File: src/inc/iasf_pkg.sv
// Constants, types and helpers shared by the indirect addressing and status flag unit.
package iasf_pkg;

  localparam int IASF_ADDR_W = 12;
  localparam int IASF_DATA_W = 8;
  localparam int IASF_PTR_COUNT = 3;

  // Data-space map of the access ports, pointer bytes and status register.
  localparam logic [11:0] IASF_PORT_BASE = 12'hFE0;
  localparam logic [2:0] IASF_PORT_SLOTS = 3'h5;
  localparam logic [11:0] IASF_PTR_BYTE_BASE = 12'hFD0;
  localparam logic [11:0] IASF_STATUS_ADDR = 12'hFD8;

  // Values after reset.
  localparam logic [11:0] IASF_PTR_RESET = 12'h000;
  localparam logic [4:0] IASF_FLAGS_RESET = 5'h00;

  // Field positions inside the flag register.
  localparam int IASF_FLAG_C = 0;
  localparam int IASF_FLAG_DC = 1;
  localparam int IASF_FLAG_Z = 2;
  localparam int IASF_FLAG_OV = 3;
  localparam int IASF_FLAG_N = 4;
  localparam int IASF_FLAG_W = 5;

  // Register bus map, byte addresses.
  localparam int IASF_AXI_ADDR_W = 8;
  localparam logic [7:0] IASF_AXI_PTR_BASE = 8'h00;
  localparam logic [7:0] IASF_AXI_FLAGS = 8'h10;
  localparam logic [1:0] IASF_RESP_OKAY = 2'h0;
  localparam logic [1:0] IASF_RESP_SLVERR = 2'h2;

  // Access location inside a pointer's port block, in address order.
  typedef enum logic [2:0] {
    IASF_MODE_PLAIN,
    IASF_MODE_POST_DEC,
    IASF_MODE_POST_INC,
    IASF_MODE_PRE_INC,
    IASF_MODE_INDEXED
  } iasf_mode_t;

  // Operation that produces the value written by an access.
  typedef enum logic [3:0] {
    IASF_KIND_MOVE,
    IASF_KIND_CLEAR,
    IASF_KIND_ADD,
    IASF_KIND_SUB,
    IASF_KIND_AND,
    IASF_KIND_OR,
    IASF_KIND_XOR,
    IASF_KIND_ROT_LEFT,
    IASF_KIND_ROT_RIGHT
  } iasf_kind_t;

  // True when an address falls on one of the indirect access ports.
  function automatic logic iasf_is_port(input logic [11:0] addr, input int count);
    logic [11:0] off;
    off = addr - IASF_PORT_BASE;
    return (addr >= IASF_PORT_BASE) && (int'(off[11:3]) < count)
      && (off[2:0] < IASF_PORT_SLOTS);
  endfunction : iasf_is_port

endpackage : iasf_pkg

File: src/iasf_flag_calc.sv
// Result and arithmetic flag computation for one operation.
`timescale 1ns/1ns
module iasf_flag_calc
  import iasf_pkg::*;
(
  input wire iasf_kind_t i_kind, // Operation to perform.
  input wire logic [7:0] i_a, // First operand, minuend for subtraction.
  input wire logic [7:0] i_b, // Second operand.
  input wire logic i_carry, // Current carry flag.
  output logic [7:0] o_result, // Operation result.
  output logic [IASF_FLAG_W-1:0] o_flags, // Flag values from this result.
  output logic [IASF_FLAG_W-1:0] o_mask // Flags this operation affects.
);

  logic is_sub;
  logic [7:0] b_eff;
  logic [8:0] sum;
  logic [4:0] nib;

  // Subtraction adds the two's complement, so carry reads as not-borrow.
  assign is_sub = (i_kind == IASF_KIND_SUB);
  assign b_eff = is_sub ? ~i_b : i_b;
  assign sum = {1'b0, i_a} + {1'b0, b_eff} + {8'h00, is_sub};
  assign nib = {1'b0, i_a[3:0]} + {1'b0, b_eff[3:0]} + {4'h0, is_sub};

  always_comb
  begin
    o_result = i_a;
    o_flags = '0;
    o_mask = '0;
    unique case (i_kind)
      IASF_KIND_MOVE:
      begin
        o_result = i_a;
      end
      IASF_KIND_CLEAR:
      begin
        o_result = 8'h00;
        o_mask[IASF_FLAG_Z] = 1'b1;
      end
      IASF_KIND_ADD, IASF_KIND_SUB:
      begin
        o_result = sum[7:0];
        o_mask = 5'h1F;
        o_flags[IASF_FLAG_C] = sum[8];
        o_flags[IASF_FLAG_DC] = nib[4];
        o_flags[IASF_FLAG_OV] = (i_a[7] == b_eff[7]) && (sum[7] != i_a[7]);
      end
      IASF_KIND_AND, IASF_KIND_OR, IASF_KIND_XOR:
      begin
        o_result = (i_kind == IASF_KIND_AND) ? (i_a & i_b)
          : (i_kind == IASF_KIND_OR) ? (i_a | i_b) : (i_a ^ i_b);
        o_mask[IASF_FLAG_Z] = 1'b1;
        o_mask[IASF_FLAG_N] = 1'b1;
      end
      IASF_KIND_ROT_LEFT:
      begin
        o_result = {i_a[6:0], i_carry};
        o_mask = 5'h17;
        o_flags[IASF_FLAG_C] = i_a[7];
        o_flags[IASF_FLAG_DC] = i_a[3];
      end
      IASF_KIND_ROT_RIGHT:
      begin
        o_result = {i_carry, i_a[7:1]};
        o_mask = 5'h17;
        o_flags[IASF_FLAG_C] = i_a[0];
        o_flags[IASF_FLAG_DC] = i_a[4];
      end
      default:
      begin
        o_result = i_a;
      end
    endcase
    o_flags[IASF_FLAG_N] = o_result[7];
    o_flags[IASF_FLAG_Z] = (o_result == 8'h00);
  end

endmodule : iasf_flag_calc

File: src/iasf_indirect_unit.sv
// Indirect data addressing with three pointers and the arithmetic flag register.
//
// Decided for this implementation: the register addresses and register access over AXI4-Lite.
`timescale 1ns/1ns
module iasf_indirect_unit
  import iasf_pkg::*;
#(
  parameter int PTR_COUNT = IASF_PTR_COUNT
)
(
  input wire logic i_clk_sys, // System clock.
  input wire logic i_reset, // Synchronous reset, active high.
  input wire logic i_op_valid, // Core access request.
  input wire logic i_op_write, // Access writes when high, reads when low.
  input wire logic [11:0] i_op_addr, // Operand address of the access.
  input wire iasf_kind_t i_op_kind, // Operation producing the written value.
  input wire logic [7:0] i_op_a, // First operand of the operation.
  input wire logic [7:0] i_op_b, // Second operand of the operation.
  input wire logic [7:0] i_working_register, // Working register value.
  output logic o_op_rvalid, // Read data valid pulse.
  output logic [7:0] o_op_rdata, // Read data.
  output logic [7:0] o_alu_flags, // Flag register as read.
  output logic o_ram_en, // Data memory access strobe.
  output logic o_ram_we, // Data memory write strobe.
  output logic [11:0] o_ram_addr, // Data memory address.
  output logic [7:0] o_ram_wdata, // Data memory write data.
  input wire logic [7:0] i_ram_rdata, // Data memory read data, same cycle.
  input wire logic [IASF_AXI_ADDR_W-1:0] i_awaddr, // AXI write address.
  input wire logic i_awvalid, // AXI write address valid.
  output logic o_awready, // AXI write address ready.
  input wire logic [31:0] i_wdata, // AXI write data.
  input wire logic [3:0] i_wstrb, // AXI write strobes.
  input wire logic i_wvalid, // AXI write data valid.
  output logic o_wready, // AXI write data ready.
  output logic [1:0] o_bresp, // AXI write response.
  output logic o_bvalid, // AXI write response valid.
  input wire logic i_bready, // AXI write response ready.
  input wire logic [IASF_AXI_ADDR_W-1:0] i_araddr, // AXI read address.
  input wire logic i_arvalid, // AXI read address valid.
  output logic o_arready, // AXI read address ready.
  output logic [31:0] o_rdata, // AXI read data.
  output logic [1:0] o_rresp, // AXI read response.
  output logic o_rvalid, // AXI read data valid.
  input wire logic i_rready // AXI read data ready.
);

  logic [PTR_COUNT-1:0][11:0] ptr_q;
  logic [IASF_FLAG_W-1:0] flags_q;
  logic [PTR_COUNT-1:0][11:0] next_ptr;
  logic [IASF_FLAG_W-1:0] next_flags;

  // Decode of the operand address onto a pointer's port block.
  wire logic [11:0] port_off = i_op_addr - IASF_PORT_BASE;
  wire logic ind_hit = iasf_is_port(i_op_addr, PTR_COUNT);
  wire logic [1:0] ind_sel = port_off[4:3];
  wire iasf_mode_t ind_mode = iasf_mode_t'(port_off[2:0]);
  wire logic [11:0] cur_ptr = ptr_q[ind_sel];
  wire logic [11:0] working_register_sext = {{4{i_working_register[7]}}, i_working_register};
  wire logic [11:0] ptr_plus = cur_ptr + 12'h001;
  wire logic [11:0] ptr_minus = cur_ptr - 12'h001;
  wire logic [11:0] ptr_index = cur_ptr + working_register_sext;

  // Effective address and the pointer value after the access.
  wire logic [11:0] eff_addr = (ind_mode == IASF_MODE_PRE_INC) ? ptr_plus
    : (ind_mode == IASF_MODE_INDEXED) ? ptr_index : cur_ptr;
  wire logic step_en = ind_hit && ((ind_mode == IASF_MODE_POST_DEC)
    || (ind_mode == IASF_MODE_POST_INC) || (ind_mode == IASF_MODE_PRE_INC));
  wire logic [11:0] step_ptr = (ind_mode == IASF_MODE_POST_DEC) ? ptr_minus
    : ptr_plus;

  // Classification of the final target.
  wire logic [11:0] target = ind_hit ? eff_addr : i_op_addr;
  wire logic tgt_port = ind_hit && iasf_is_port(eff_addr, PTR_COUNT);
  wire logic tgt_status = !tgt_port && (target == IASF_STATUS_ADDR);
  wire logic [11:0] pb_off = target - IASF_PTR_BYTE_BASE;
  wire logic tgt_ptr_byte = !tgt_port && (target >= IASF_PTR_BYTE_BASE)
    && (int'(pb_off) < 2 * PTR_COUNT);
  wire logic [1:0] pb_sel = pb_off[2:1];
  wire logic pb_high = pb_off[0];
  wire logic tgt_ram = !tgt_port && !tgt_status && !tgt_ptr_byte;

  // Operation result and flags.
  logic [7:0] calc_result;
  logic [IASF_FLAG_W-1:0] calc_flags;
  logic [IASF_FLAG_W-1:0] calc_mask;

  iasf_flag_calc u_calc (
    .i_kind(i_op_kind),
    .i_a(i_op_a),
    .i_b(i_op_b),
    .i_carry(flags_q[IASF_FLAG_C]),
    .o_result(calc_result),
    .o_flags(calc_flags),
    .o_mask(calc_mask)
  );

  wire logic op_wr = i_op_valid && i_op_write && !tgt_port;
  wire logic port_rd = i_op_valid && !i_op_write && tgt_port;
  wire logic flag_upd = op_wr && (calc_mask != '0);
  wire logic status_plain_wr = op_wr && tgt_status && (calc_mask == '0);
  wire logic byte_wr = op_wr && tgt_ptr_byte;

  // Register bus slave state.
  logic aw_held;
  logic w_held;
  logic [IASF_AXI_ADDR_W-1:0] aw_addr_q;
  logic [31:0] w_data_q;
  logic [3:0] w_strb_q;
  wire logic do_write = aw_held && w_held && !o_bvalid;
  wire logic [1:0] wr_idx = aw_addr_q[3:2];
  wire logic wr_ptr_hit = (int'(aw_addr_q[7:2]) < PTR_COUNT);
  wire logic wr_flags_hit = (aw_addr_q[7:2] == IASF_AXI_FLAGS[7:2]);
  wire logic axi_flags_wr = do_write && wr_flags_hit && w_strb_q[0];
  wire logic axi_ptr_wr_any = do_write && wr_ptr_hit && (w_strb_q[1:0] != 2'h0);
  wire logic [11:0] axi_ptr_val = {w_strb_q[1] ? w_data_q[11:8] : ptr_q[wr_idx][11:8],
    w_strb_q[0] ? w_data_q[7:0] : ptr_q[wr_idx][7:0]};
  wire logic ar_take = i_arvalid && o_arready;
  wire logic [1:0] rd_idx = i_araddr[3:2];
  wire logic rd_ptr_hit = (int'(i_araddr[7:2]) < PTR_COUNT);
  wire logic rd_flags_hit = (i_araddr[7:2] == IASF_AXI_FLAGS[7:2]);
  wire logic [31:0] rd_word = rd_ptr_hit ? {20'h00000, ptr_q[rd_idx]}
    : rd_flags_hit ? {27'h0000000, flags_q} : 32'h00000000;

  // Pointer next values; a core byte write beats a step, a step beats the bus.
  for (genvar n = 0; n < PTR_COUNT; n++)
  begin : g_ptr
    wire logic byte_wr_n = byte_wr && (pb_sel == 2'(n));
    wire logic step_n = i_op_valid && step_en && (ind_sel == 2'(n));
    wire logic axi_n = axi_ptr_wr_any && (wr_idx == 2'(n));
    assign next_ptr[n] = byte_wr_n ? (pb_high ? {calc_result[3:0], ptr_q[n][7:0]}
      : {ptr_q[n][11:8], calc_result})
      : step_n ? step_ptr
      : axi_n ? axi_ptr_val : ptr_q[n];
  end

  // Flags change only through operations, port reads, status writes or the bus.
  assign next_flags = port_rd ? (flags_q | 5'h04)
    : flag_upd ? ((flags_q & ~calc_mask) | (calc_flags & calc_mask))
    : status_plain_wr ? calc_result[4:0]
    : axi_flags_wr ? w_data_q[4:0] : flags_q;

  // Data returned for targets that are not in data memory.
  wire logic [7:0] local_rd = tgt_port ? 8'h00
    : tgt_status ? {3'h0, flags_q}
    : pb_high ? {4'h0, ptr_q[pb_sel][11:8]} : ptr_q[pb_sel][7:0];

  logic s_rd;
  logic s_from_ram;
  logic [7:0] s_local;

  always_ff @(posedge i_clk_sys)
  begin
    if (i_reset)
    begin
      ptr_q <= {PTR_COUNT{IASF_PTR_RESET}};
      flags_q <= IASF_FLAGS_RESET;
    end
    else
    begin
      ptr_q <= next_ptr;
      flags_q <= next_flags;
    end
  end

  always_ff @(posedge i_clk_sys)
  begin
    if (i_reset)
    begin
      o_ram_en <= 1'b0;
      o_ram_we <= 1'b0;
      o_ram_addr <= 12'h000;
      o_ram_wdata <= 8'h00;
      s_rd <= 1'b0;
      s_from_ram <= 1'b0;
      s_local <= 8'h00;
    end
    else
    begin
      o_ram_en <= i_op_valid && tgt_ram;
      o_ram_we <= op_wr && tgt_ram;
      o_ram_addr <= target;
      o_ram_wdata <= calc_result;
      s_rd <= i_op_valid && !i_op_write;
      s_from_ram <= tgt_ram;
      s_local <= local_rd;
    end
  end

  always_ff @(posedge i_clk_sys)
  begin
    if (i_reset)
    begin
      o_op_rvalid <= 1'b0;
      o_op_rdata <= 8'h00;
    end
    else
    begin
      o_op_rvalid <= s_rd;
      o_op_rdata <= s_from_ram ? i_ram_rdata : s_local;
    end
  end

  assign o_alu_flags = {3'h0, flags_q};

  // Register bus: address and data are held independently, then written together.
  assign o_awready = !aw_held;
  assign o_wready = !w_held;
  assign o_arready = !o_rvalid;

  always_ff @(posedge i_clk_sys)
  begin
    if (i_reset)
    begin
      aw_held <= 1'b0;
      w_held <= 1'b0;
      aw_addr_q <= '0;
      w_data_q <= 32'h00000000;
      w_strb_q <= 4'h0;
      o_bvalid <= 1'b0;
      o_bresp <= IASF_RESP_OKAY;
    end
    else
    begin
      if (i_awvalid && o_awready)
      begin
        aw_held <= 1'b1;
        aw_addr_q <= i_awaddr;
      end
      else if (do_write)
        aw_held <= 1'b0;
      if (i_wvalid && o_wready)
      begin
        w_held <= 1'b1;
        w_data_q <= i_wdata;
        w_strb_q <= i_wstrb;
      end
      else if (do_write)
        w_held <= 1'b0;
      if (do_write)
      begin
        o_bvalid <= 1'b1;
        o_bresp <= (wr_ptr_hit || wr_flags_hit) ? IASF_RESP_OKAY : IASF_RESP_SLVERR;
      end
      else if (i_bready)
        o_bvalid <= 1'b0;
    end
  end

  always_ff @(posedge i_clk_sys)
  begin
    if (i_reset)
    begin
      o_rvalid <= 1'b0;
      o_rdata <= 32'h00000000;
      o_rresp <= IASF_RESP_OKAY;
    end
    else if (ar_take)
    begin
      o_rvalid <= 1'b1;
      o_rdata <= rd_word;
      o_rresp <= (rd_ptr_hit || rd_flags_hit) ? IASF_RESP_OKAY : IASF_RESP_SLVERR;
    end
    else if (i_rready)
      o_rvalid <= 1'b0;
  end

  // Helper state that lets the checks below find the pointer that was touched.
  logic [1:0] chk_sel;
  logic [1:0] chk_pb;

  always_ff @(posedge i_clk_sys)
  begin
    if (i_reset)
    begin
      chk_sel <= 2'h0;
      chk_pb <= 2'h0;
    end
    else
    begin
      chk_sel <= ind_sel;
      chk_pb <= pb_sel;
    end
  end

  wire logic chk_clean = !byte_wr && !axi_ptr_wr_any;
  wire logic chk_ind = i_op_valid && ind_hit && chk_clean && tgt_ram;
endmodule : iasf_indirect_unit

File: config.mk
export PLATFORM = sky130hd
export DESIGN_NAME = iasf_indirect_unit
export DESIGN_NICKNAME = d
export VERILOG_FILES = /design/src/inc/iasf_pkg.sv /design/src/iasf_flag_calc.sv /design/src/iasf_indirect_unit.sv
export SDC_FILE = /design/constraint.sdc
export NUM_CORES = 1
export LEC_CHECK = 0
export BUFFER_PORTS_ARGS = -buffer_cell sky130_fd_sc_hd__buf_2
export CORE_ASPECT_RATIO = 1.25
export CORE_MARGIN = 2
export CORE_UTILIZATION = 60
export CTS_BUF_LIST = sky130_fd_sc_hd__clkbuf_2
export DETAILED_ROUTE_END_ITERATION = 10
export GPL_ROUTABILITY_DRIVEN = 0
export GPL_TIMING_DRIVEN = 0
export PLACE_DENSITY = 0.83
export SYNTH_ARGS = -nofsm -noshare
export SYNTH_HDL_FRONTEND = slang
export SYNTH_SLANG_ARGS = --single-unit
File: constraint.sdc
create_clock -name i_clk_sys -period 12.8 [get_ports i_clk_sys]
set_input_delay 0.64 -clock i_clk_sys [delete_from_list [all_inputs] [get_ports i_clk_sys]]
set_output_delay 0.64 -clock i_clk_sys [all_outputs]
set_load 0.1 [all_outputs]
# Yosys cells after proc, flatten, opt, wreduce, memory -nomap -nowiden
# Cells that the tools add are included.
# Widths: inputs -> output; s select.
dict set report word_totals {
  memories 0
  output_inout_bits 80
  ram_bits 0
  rom_bits 0
  latch_bits 0
  register_bits 144
  input_bits 109
  word_cells 225
}
dict set report classes {
  div_mod_pow 0
  mul 0
  n_reduce_logical 83
  n_shift 0
  n_eq_ne 29
  add_sub_neg 10
  magnitude_cmp 14
  n_bitwise 9
  n_mux 52
}
# op n
set op_table {}
lappend op_table {{$mux 12} 19}
lappend op_table {{$bmux 12 s2} 4}
lappend op_table {{$logic_and 1x1->1} 41}
lappend op_table {{$mux 8} 5}
lappend op_table {{$pmux 8 s5} 1}
lappend op_table {{$ge 12x12->1 const B} 3}
lappend op_table {{$sub 12x12->12 const B} 3}
lappend op_table {{$mux 5} 6}
lappend op_table {{$lt 9x2->1 const B} 2}
lappend op_table {{$eq 4x3->1 const B} 4}
lappend op_table {{$reduce_and 2->1} 7}
lappend op_table {{$add 12x1->12 const B} 1}
lappend op_table {{$add 12x12->12} 1}
lappend op_table {{$eq 12x12->1 const B} 1}
lappend op_table {{$eq 6x3->1 const B} 2}
lappend op_table {{$lt 12x3->1 const B} 1}
lappend op_table {{$lt 2x3->1 const B} 4}
lappend op_table {{$lt 6x2->1 const B} 2}
lappend op_table {{$ne 2x2->1 const B} 6}
lappend op_table {{$reduce_bool 3->1} 4}
lappend op_table {{$sub 12x1->12 const B} 1}
lappend op_table {{$mux 1} 11}
lappend op_table {{$and 5x5->5} 2}
lappend op_table {{$reduce_bool 2->1} 5}
lappend op_table {{other kinds (38)} 61}

# Depth between registers and ports, before layout
dict set report depth {
  depth_word 18
  ltp_mapped 25
  depth_no_buf 21
}

# Modules after synthesis
# From an unflattened synthesis, not the netlist that was laid out.
dict set report unflattened {
  cells_unflattened 1228
  hier_area_um2 9813.2
}
# module area_each_um2 seq_area_each_um2 cells_each n_inst
set by_module_without_submodules {}
lappend by_module_without_submodules {iasf_indirect_unit 8305.5 2402.3 1030 1}
lappend by_module_without_submodules {iasf_flag_calc 1507.7 0.0 198 1}

# Least setup slack after synthesis
# Ideal clock, no wire load.
dict set report synth_path {
  kind {input to register}
  from {input i_op_addr[4]}
  to {register ptr_q[31] (netlist bit)}
  arrival_ns 5.277
  stages 21
  t_required_ns 12.678
  n_path_buf 2
  setup_slack_ns 7.400
  setup_ns 0.122
  path_cell_list {buf_2 buf_2 nand3b_1 o21a_1 inv_2 ha_1 inv_1 o31a_1 nor4b_1 mux2i_1 a221oi_1 inv_1 ha_1 nor3b_1 o21ai_0 a2111oi_0 nand4bb_1 o21ai_1 nor4_2 mux2_2 o2bb2a_1}
}
dict set report synth_via {
  elab_chain_cells 18
  elab_cells_between_ends 40
  cone_classes {add/sub: 6; order compare: 7; eq/ne: 3; mux: 8; reduce/logical: 16}
}
# item line
set synth_lines {}
lappend synth_lines {{from (decl)} iasf_indirect_unit.sv:15} ;# input wire logic [11:0] i_op_addr,
lappend synth_lines {{$sub 12x12->12} iasf_pkg.sv:58} ;# off = addr - IASF_PORT_BASE;
lappend synth_lines {{$bmux 12 s2} iasf_indirect_unit.sv:57} ;# wire logic [11:0] cur_ptr = ptr_q[ind_sel];
lappend synth_lines {{$mux 12 (not written as such)} iasf_indirect_unit.sv:57}
lappend synth_lines {{$add 12x12->12} iasf_indirect_unit.sv:61} ;# wire logic [11:0] ptr_index = cur_ptr + working_register_sext;
lappend synth_lines {{$mux 12} iasf_indirect_unit.sv:65} ;# : (ind_mode == IASF_MODE_INDEXED) ? ptr_index : cur_ptr;
lappend synth_lines {{$mux 12} iasf_indirect_unit.sv:64} ;# wire logic [11:0] eff_addr = (ind_mode == IASF_MODE_PRE_INC) ? ptr_plus
lappend synth_lines {{$sub 12x12->12} iasf_pkg.sv:58}
lappend synth_lines {{$lt 9x2->1} iasf_pkg.sv:59} ;# return (addr >= IASF_PORT_BASE) && (int'(off[11:3]) < count)
lappend synth_lines {{[... 2 more ...]} n/a}
lappend synth_lines {{$logic_and 1x1->1} iasf_indirect_unit.sv:73} ;# wire logic tgt_port = ind_hit && iasf_is_port(eff_addr, PTR_COUNT);
lappend synth_lines {{$logic_not 1->1} {iasf_indirect_unit.sv:76, iasf_indirect_unit.sv:97}}
lappend synth_lines {{$logic_and 1x1->1} iasf_indirect_unit.sv:76} ;# wire logic tgt_ptr_byte = !tgt_port && (target >= IASF_PTR_BYTE_BASE)
lappend synth_lines {{$logic_and 1x1->1} iasf_indirect_unit.sv:77} ;# && (int'(pb_off) < 2 * PTR_COUNT);
lappend synth_lines {{$logic_and 1x1->1} iasf_indirect_unit.sv:101} ;# wire logic byte_wr = op_wr && tgt_ptr_byte;
lappend synth_lines {{$logic_and 1x1->1} iasf_indirect_unit.sv:127} ;# wire logic byte_wr_n = byte_wr && (pb_sel == 2'(n));
lappend synth_lines {{$ne 2x2->1 (no line) / $reduce_bool 3->1 (equally long branches)} n/a}
lappend synth_lines {{$reduce_and 2->1 (no line)} n/a}
lappend synth_lines {{to (signal assigned)} iasf_indirect_unit.sv:155} ;# ptr_q <= {PTR_COUNT{IASF_PTR_RESET}};
lappend synth_lines {{to (signal assigned)} iasf_indirect_unit.sv:160} ;# ptr_q <= next_ptr;
lappend synth_lines {{to (decl)} iasf_indirect_unit.sv:47} ;# logic [PTR_COUNT-1:0][11:0] ptr_q;
# Several ways; a longest one is shown, not always the timed one. The select of a mux whose other input is x is not followed.
# A chain may end at the register's enable or synchronous reset.

# Worst setup path in the final report
dict set report layout_path {
  from {register ptr_q[12] (netlist bit)}
  to {register ptr_q[7] (netlist bit)}
}
dict set report layout_via {
  elab_chain_cells 17
  elab_cells_between_ends 31
  cone_classes {add/sub: 5; order compare: 5; eq/ne: 1; mux: 8; reduce/logical: 12}
}
# item line
set layout_lines {}
lappend layout_lines {{$bmux 12 s2 *} iasf_indirect_unit.sv:57}
lappend layout_lines {{$mux 12 (not written as such) *} iasf_indirect_unit.sv:57}
lappend layout_lines {{$add 12x12->12} iasf_indirect_unit.sv:61}
lappend layout_lines {{$mux 12} iasf_indirect_unit.sv:65}
lappend layout_lines {{$mux 12} iasf_indirect_unit.sv:64}
lappend layout_lines {{$sub 12x12->12} iasf_pkg.sv:58}
lappend layout_lines {{$lt 9x2->1} iasf_pkg.sv:59}
lappend layout_lines {{$logic_and 1x1->1} iasf_pkg.sv:59}
lappend layout_lines {{$logic_and 1x1->1} iasf_pkg.sv:60} ;# && (off[2:0] < IASF_PORT_SLOTS);
lappend layout_lines {{$logic_and 1x1->1} iasf_indirect_unit.sv:73}
lappend layout_lines {{$logic_not 1->1} {iasf_indirect_unit.sv:76, iasf_indirect_unit.sv:97}}
lappend layout_lines {{$logic_and 1x1->1} iasf_indirect_unit.sv:76}
lappend layout_lines {{$logic_and 1x1->1} iasf_indirect_unit.sv:77}
lappend layout_lines {{$logic_and 1x1->1} iasf_indirect_unit.sv:101}
lappend layout_lines {{$logic_and 1x1->1} iasf_indirect_unit.sv:127}
lappend layout_lines {{$ne 2x2->1 (no line) / $reduce_bool 3->1 (equally long branches)} n/a}
lappend layout_lines {{$reduce_and 2->1 (no line)} n/a}
# Mark *: on every way between the ends. The rest lies on a longest branch, timed or not. The select of a mux whose other input is x is not followed.

==> flow_summary.ini <==
[drt]
total_routed_length_um = 32500
ant_nets = 0
drt-wirelength-per-cell_um = 19.8
num_vias = 10500
drcViolationCount = 9
drt_first_iter_violations = 1278
first_pass_iters = 11
detailed_route_vias_per_instance = 6.41

[power]
vdd.ir_drop.worst_v = 0.0000472
power.static_leakage_nw = 4.53
design_power_total_mw = 0.942
power_density_mw_per_mm2 = 88.2

[floorplanning]
rows = 51
die_x_um = 116
core-area_mm2 = 0.0155
die-area_mm2 = 0.0167
io_pins = 189
die_height_um = 144
initial_core_util_pct = 60.8

[critical_path]
reg_to_reg_critical_path_startpoint = ptr_q[12]
cp-start-kind = flip-flop
worst_r2r_path_depth = 19
worst_setup_path_end_kind = flip-flop
critPathRequiredTime_ns = 13.43
worst_endpoint_data_arrival_time_ns = 7.24
timing.setup.critical_path_class = reg2reg
timing.reg2reg.setup_slack_ns = 6.19
reg2reg_to = ptr_q[7]
cp_max_fo = 8

[cells_and_area]
final_layout_size_suffix_gt1_share_pct = 16.4
net_count_final = 1564
postLayoutCoreUtil_pct = 68.9
finish.cell_count_without_fillers = 1641
area.growth.synth_to_final_pct = 13.4
finalInstanceArea_mm2 = 0.0107

[timing]
layout_worst_path_cycle_share_pct = 51.6
final.min_clock_period_ns = 6.61
setup_total_negative_slack_ns = 0
max_clock_freq_mhz = 151
fin_skew_ns = 0.0282
holdWs_ns = 0.0420
setup_viol_count_final = 0
timing_worst_slew_pin_value_ns = 1.30
hold_viol = 0
report.final.slew_viol_count = 0
slew_headroom_pct = 12.9
setup_slack_of_the_critical_path_after_layout_ns = 6.19
rsz_0062_raised_after_global_routing = no

[logic_synthesis]
yosys_most_used_dff = dfxtp_1
synth_sequential_area_ratio_pct = 25.5
postSynthRegisterBits = 120
syn-instance-count = 1243
synth_warnings = 0
yosys-top-cells-count = nand2_1 (146), nor2_1 (124), a21oi_1 (122)
syn_avg_cell_area_um2 = 7.58
synth.area.top_cells = dfxtp_1 (25%), mux2i_1 (11%), a21oi_1 (6.5%), nand2_1 (5.8%), ha_1 (5.0%)
synth_edf_count = 0
mappedNetlistArea_mm2 = 0.00942
yosys.area.top_type = dfxtp_1
post-synth-top-area-fraction_pct = 25.5
synth.distinct_cells = 87
synthMostInstantiatedCell = nand2_1
synth_async_sr_flop_share_pct = 0

[global_routing]
number_of_antenna_violations_at_the_first_check_in_global_routing = 1
grt_max_degree = 17
grt_first_pass_wirelength_um = 48300
via_count_of_the_first_global_routing_pass = 9324
grt_util_all_layers_pct = 37.5
grt-ovfl-total = 0

[placed_design]
place.detailed.instances = 1608
placedInstanceArea_mm2 = 0.0104
place.detailed.hpwl_um = 24500
placement.io_buffers = 129
preCtsSetupSlack_ns = 5.91

[clock_network]
root_buffer = clkbuf_2
cts_hold_buf = 0
clk_pin_slew_ns = 0.22
cts_setup_buffers = 0
cts_inserted_buffers = 17
clock_sinks = 120
clockBufferDepth = 2
ctsResizeCount = 0
cts_tree = done
clk-insertion-delay-late_ns = 0.76
cts_htree_levels = 4

[run]
cap_violations = 0

[min_path]
worstHoldEndpoint = o_rvalid
hold_path_depth = 2
hold_path.startpoint = i_rready
timing.hold.worst.class = in2reg

[run_status]
failed_checks = DRC
run_status = finished with violations
[placed cells by master (no fill, tap or decap), types with 6 or more instances in the layout]
master and instances:
nand2_1 146, buf_2 136, nor2_1 124, a21oi_1 122, dfxtp_1 120, mux2i_1 99
inv_1 66, clkbuf_1 59, o21ai_0 55, ha_1 38, buf_4 30, a211oi_1 28
conb_1 25, nor3_1 23, xnor2_1 20, a2bb2oi_1 18, clkbuf_2 17, nand3_1 16
nor2b_1 14, and2_1 14, and3_1 13, a311o_1 12, a22oi_1 10, o21a_1 9
xor2_1 9, a222oi_1 9, nand3b_1 8, a221oi_1 8, inv_6 8, inv_2 7
nand2b_1 7, nand4_1 7, o211ai_1 7, o21ai_1 7, mux2_2 7, a21o_1 6
a31oi_1 6, buf_1 6, o31ai_1 6, a211o_1 6
[sequential cells by signal (all words and copies together) (netlist names), 2 cells and up, named ones only]
register	flops
o_rdata	12
o_op_rdata	8
o_ram_addr	12
o_ram_wdata	8
ptr_q	36
s_local	8
w_data_q	12
aw_addr_q	6
w_strb_q	2
[critical path, cell delays in order (launching register included)]
cell,delay (ns)
dfxtp_1,0.49
mux2i_1,0.19
o21a_1,0.29
inv_2,0.18
ha_1,0.29
inv_1,0.08
o31a_1,0.39
nor4b_1,0.60
mux2i_1,0.16
a221oi_1,0.53
inv_1,0.10
ha_1,0.29
nor3b_1,0.30
o21ai_0,0.19
a2111oi_0,0.42
nand4bb_1,0.27
o21ai_1,0.66
nor4b_4,0.19
mux2i_1,0.66
a21oi_1,0.19
[layout make-up]
cell class	count	area [um2]
Multi-Input combinational cell	971	6330
Fill cell	1403	4820
Sequential cell	120	2400
Timing Repair Buffer	129	646
Buffer	103	515
Inverter	73	274
Tap cell	212	265
Clock inverter	15	159
Clock buffer	17	85.1
Antenna cell	1	2.50
[routing by layer]
layer  wire, um  GRT usage (%)  vias to the layer above
li1           -              -                     4774
met1      11400           43.6                     4708
met2      14300           58.9                      787
met3       3830           9.56                      242
met4       2840           28.6                        2
met5         50              0                        -
[power by group]
part	switching (mW)	internal [mW]
Clock	0.178	0.0784
Combinational	0.214	0.0746
Sequential	0.00948	0.388
Total	0.401	0.541
[logic make-up after synthesis]
family	count (synthesis)	share of synthesized area [%]
AOI/OAI and AO/OA	356	25.5
muxes	107	11.5
DFF	120	25.5
and+or+nand+nor	413	20.8
buffers and inverters	176	8.38
xor gates and xnor gates	29	2.70
other	1	0.0398
adders and majority gates	41	5.58
[how the worst max path moves through the flow]
stage / cells past startpoint / slack (ns) / startpoint / endpoint
after floorplan: 21 / 7.40 / i_op_addr[4] / ptr_q[31]
after global placement: 22 / 6.01 / i_op_addr[3] / ptr_q[3]
after detailed placement: 22 / 5.91 / i_op_addr[3] / ptr_q[7]
after CTS: 19 / 6.58 / ptr_q[12] / ptr_q[7]
after global routing: 19 / 6.01 / ptr_q[12] / ptr_q[1]
final: 19 / 6.19 / ptr_q[12] / ptr_q[7]
No activity file was read; power rests on OpenSTA's default activity.
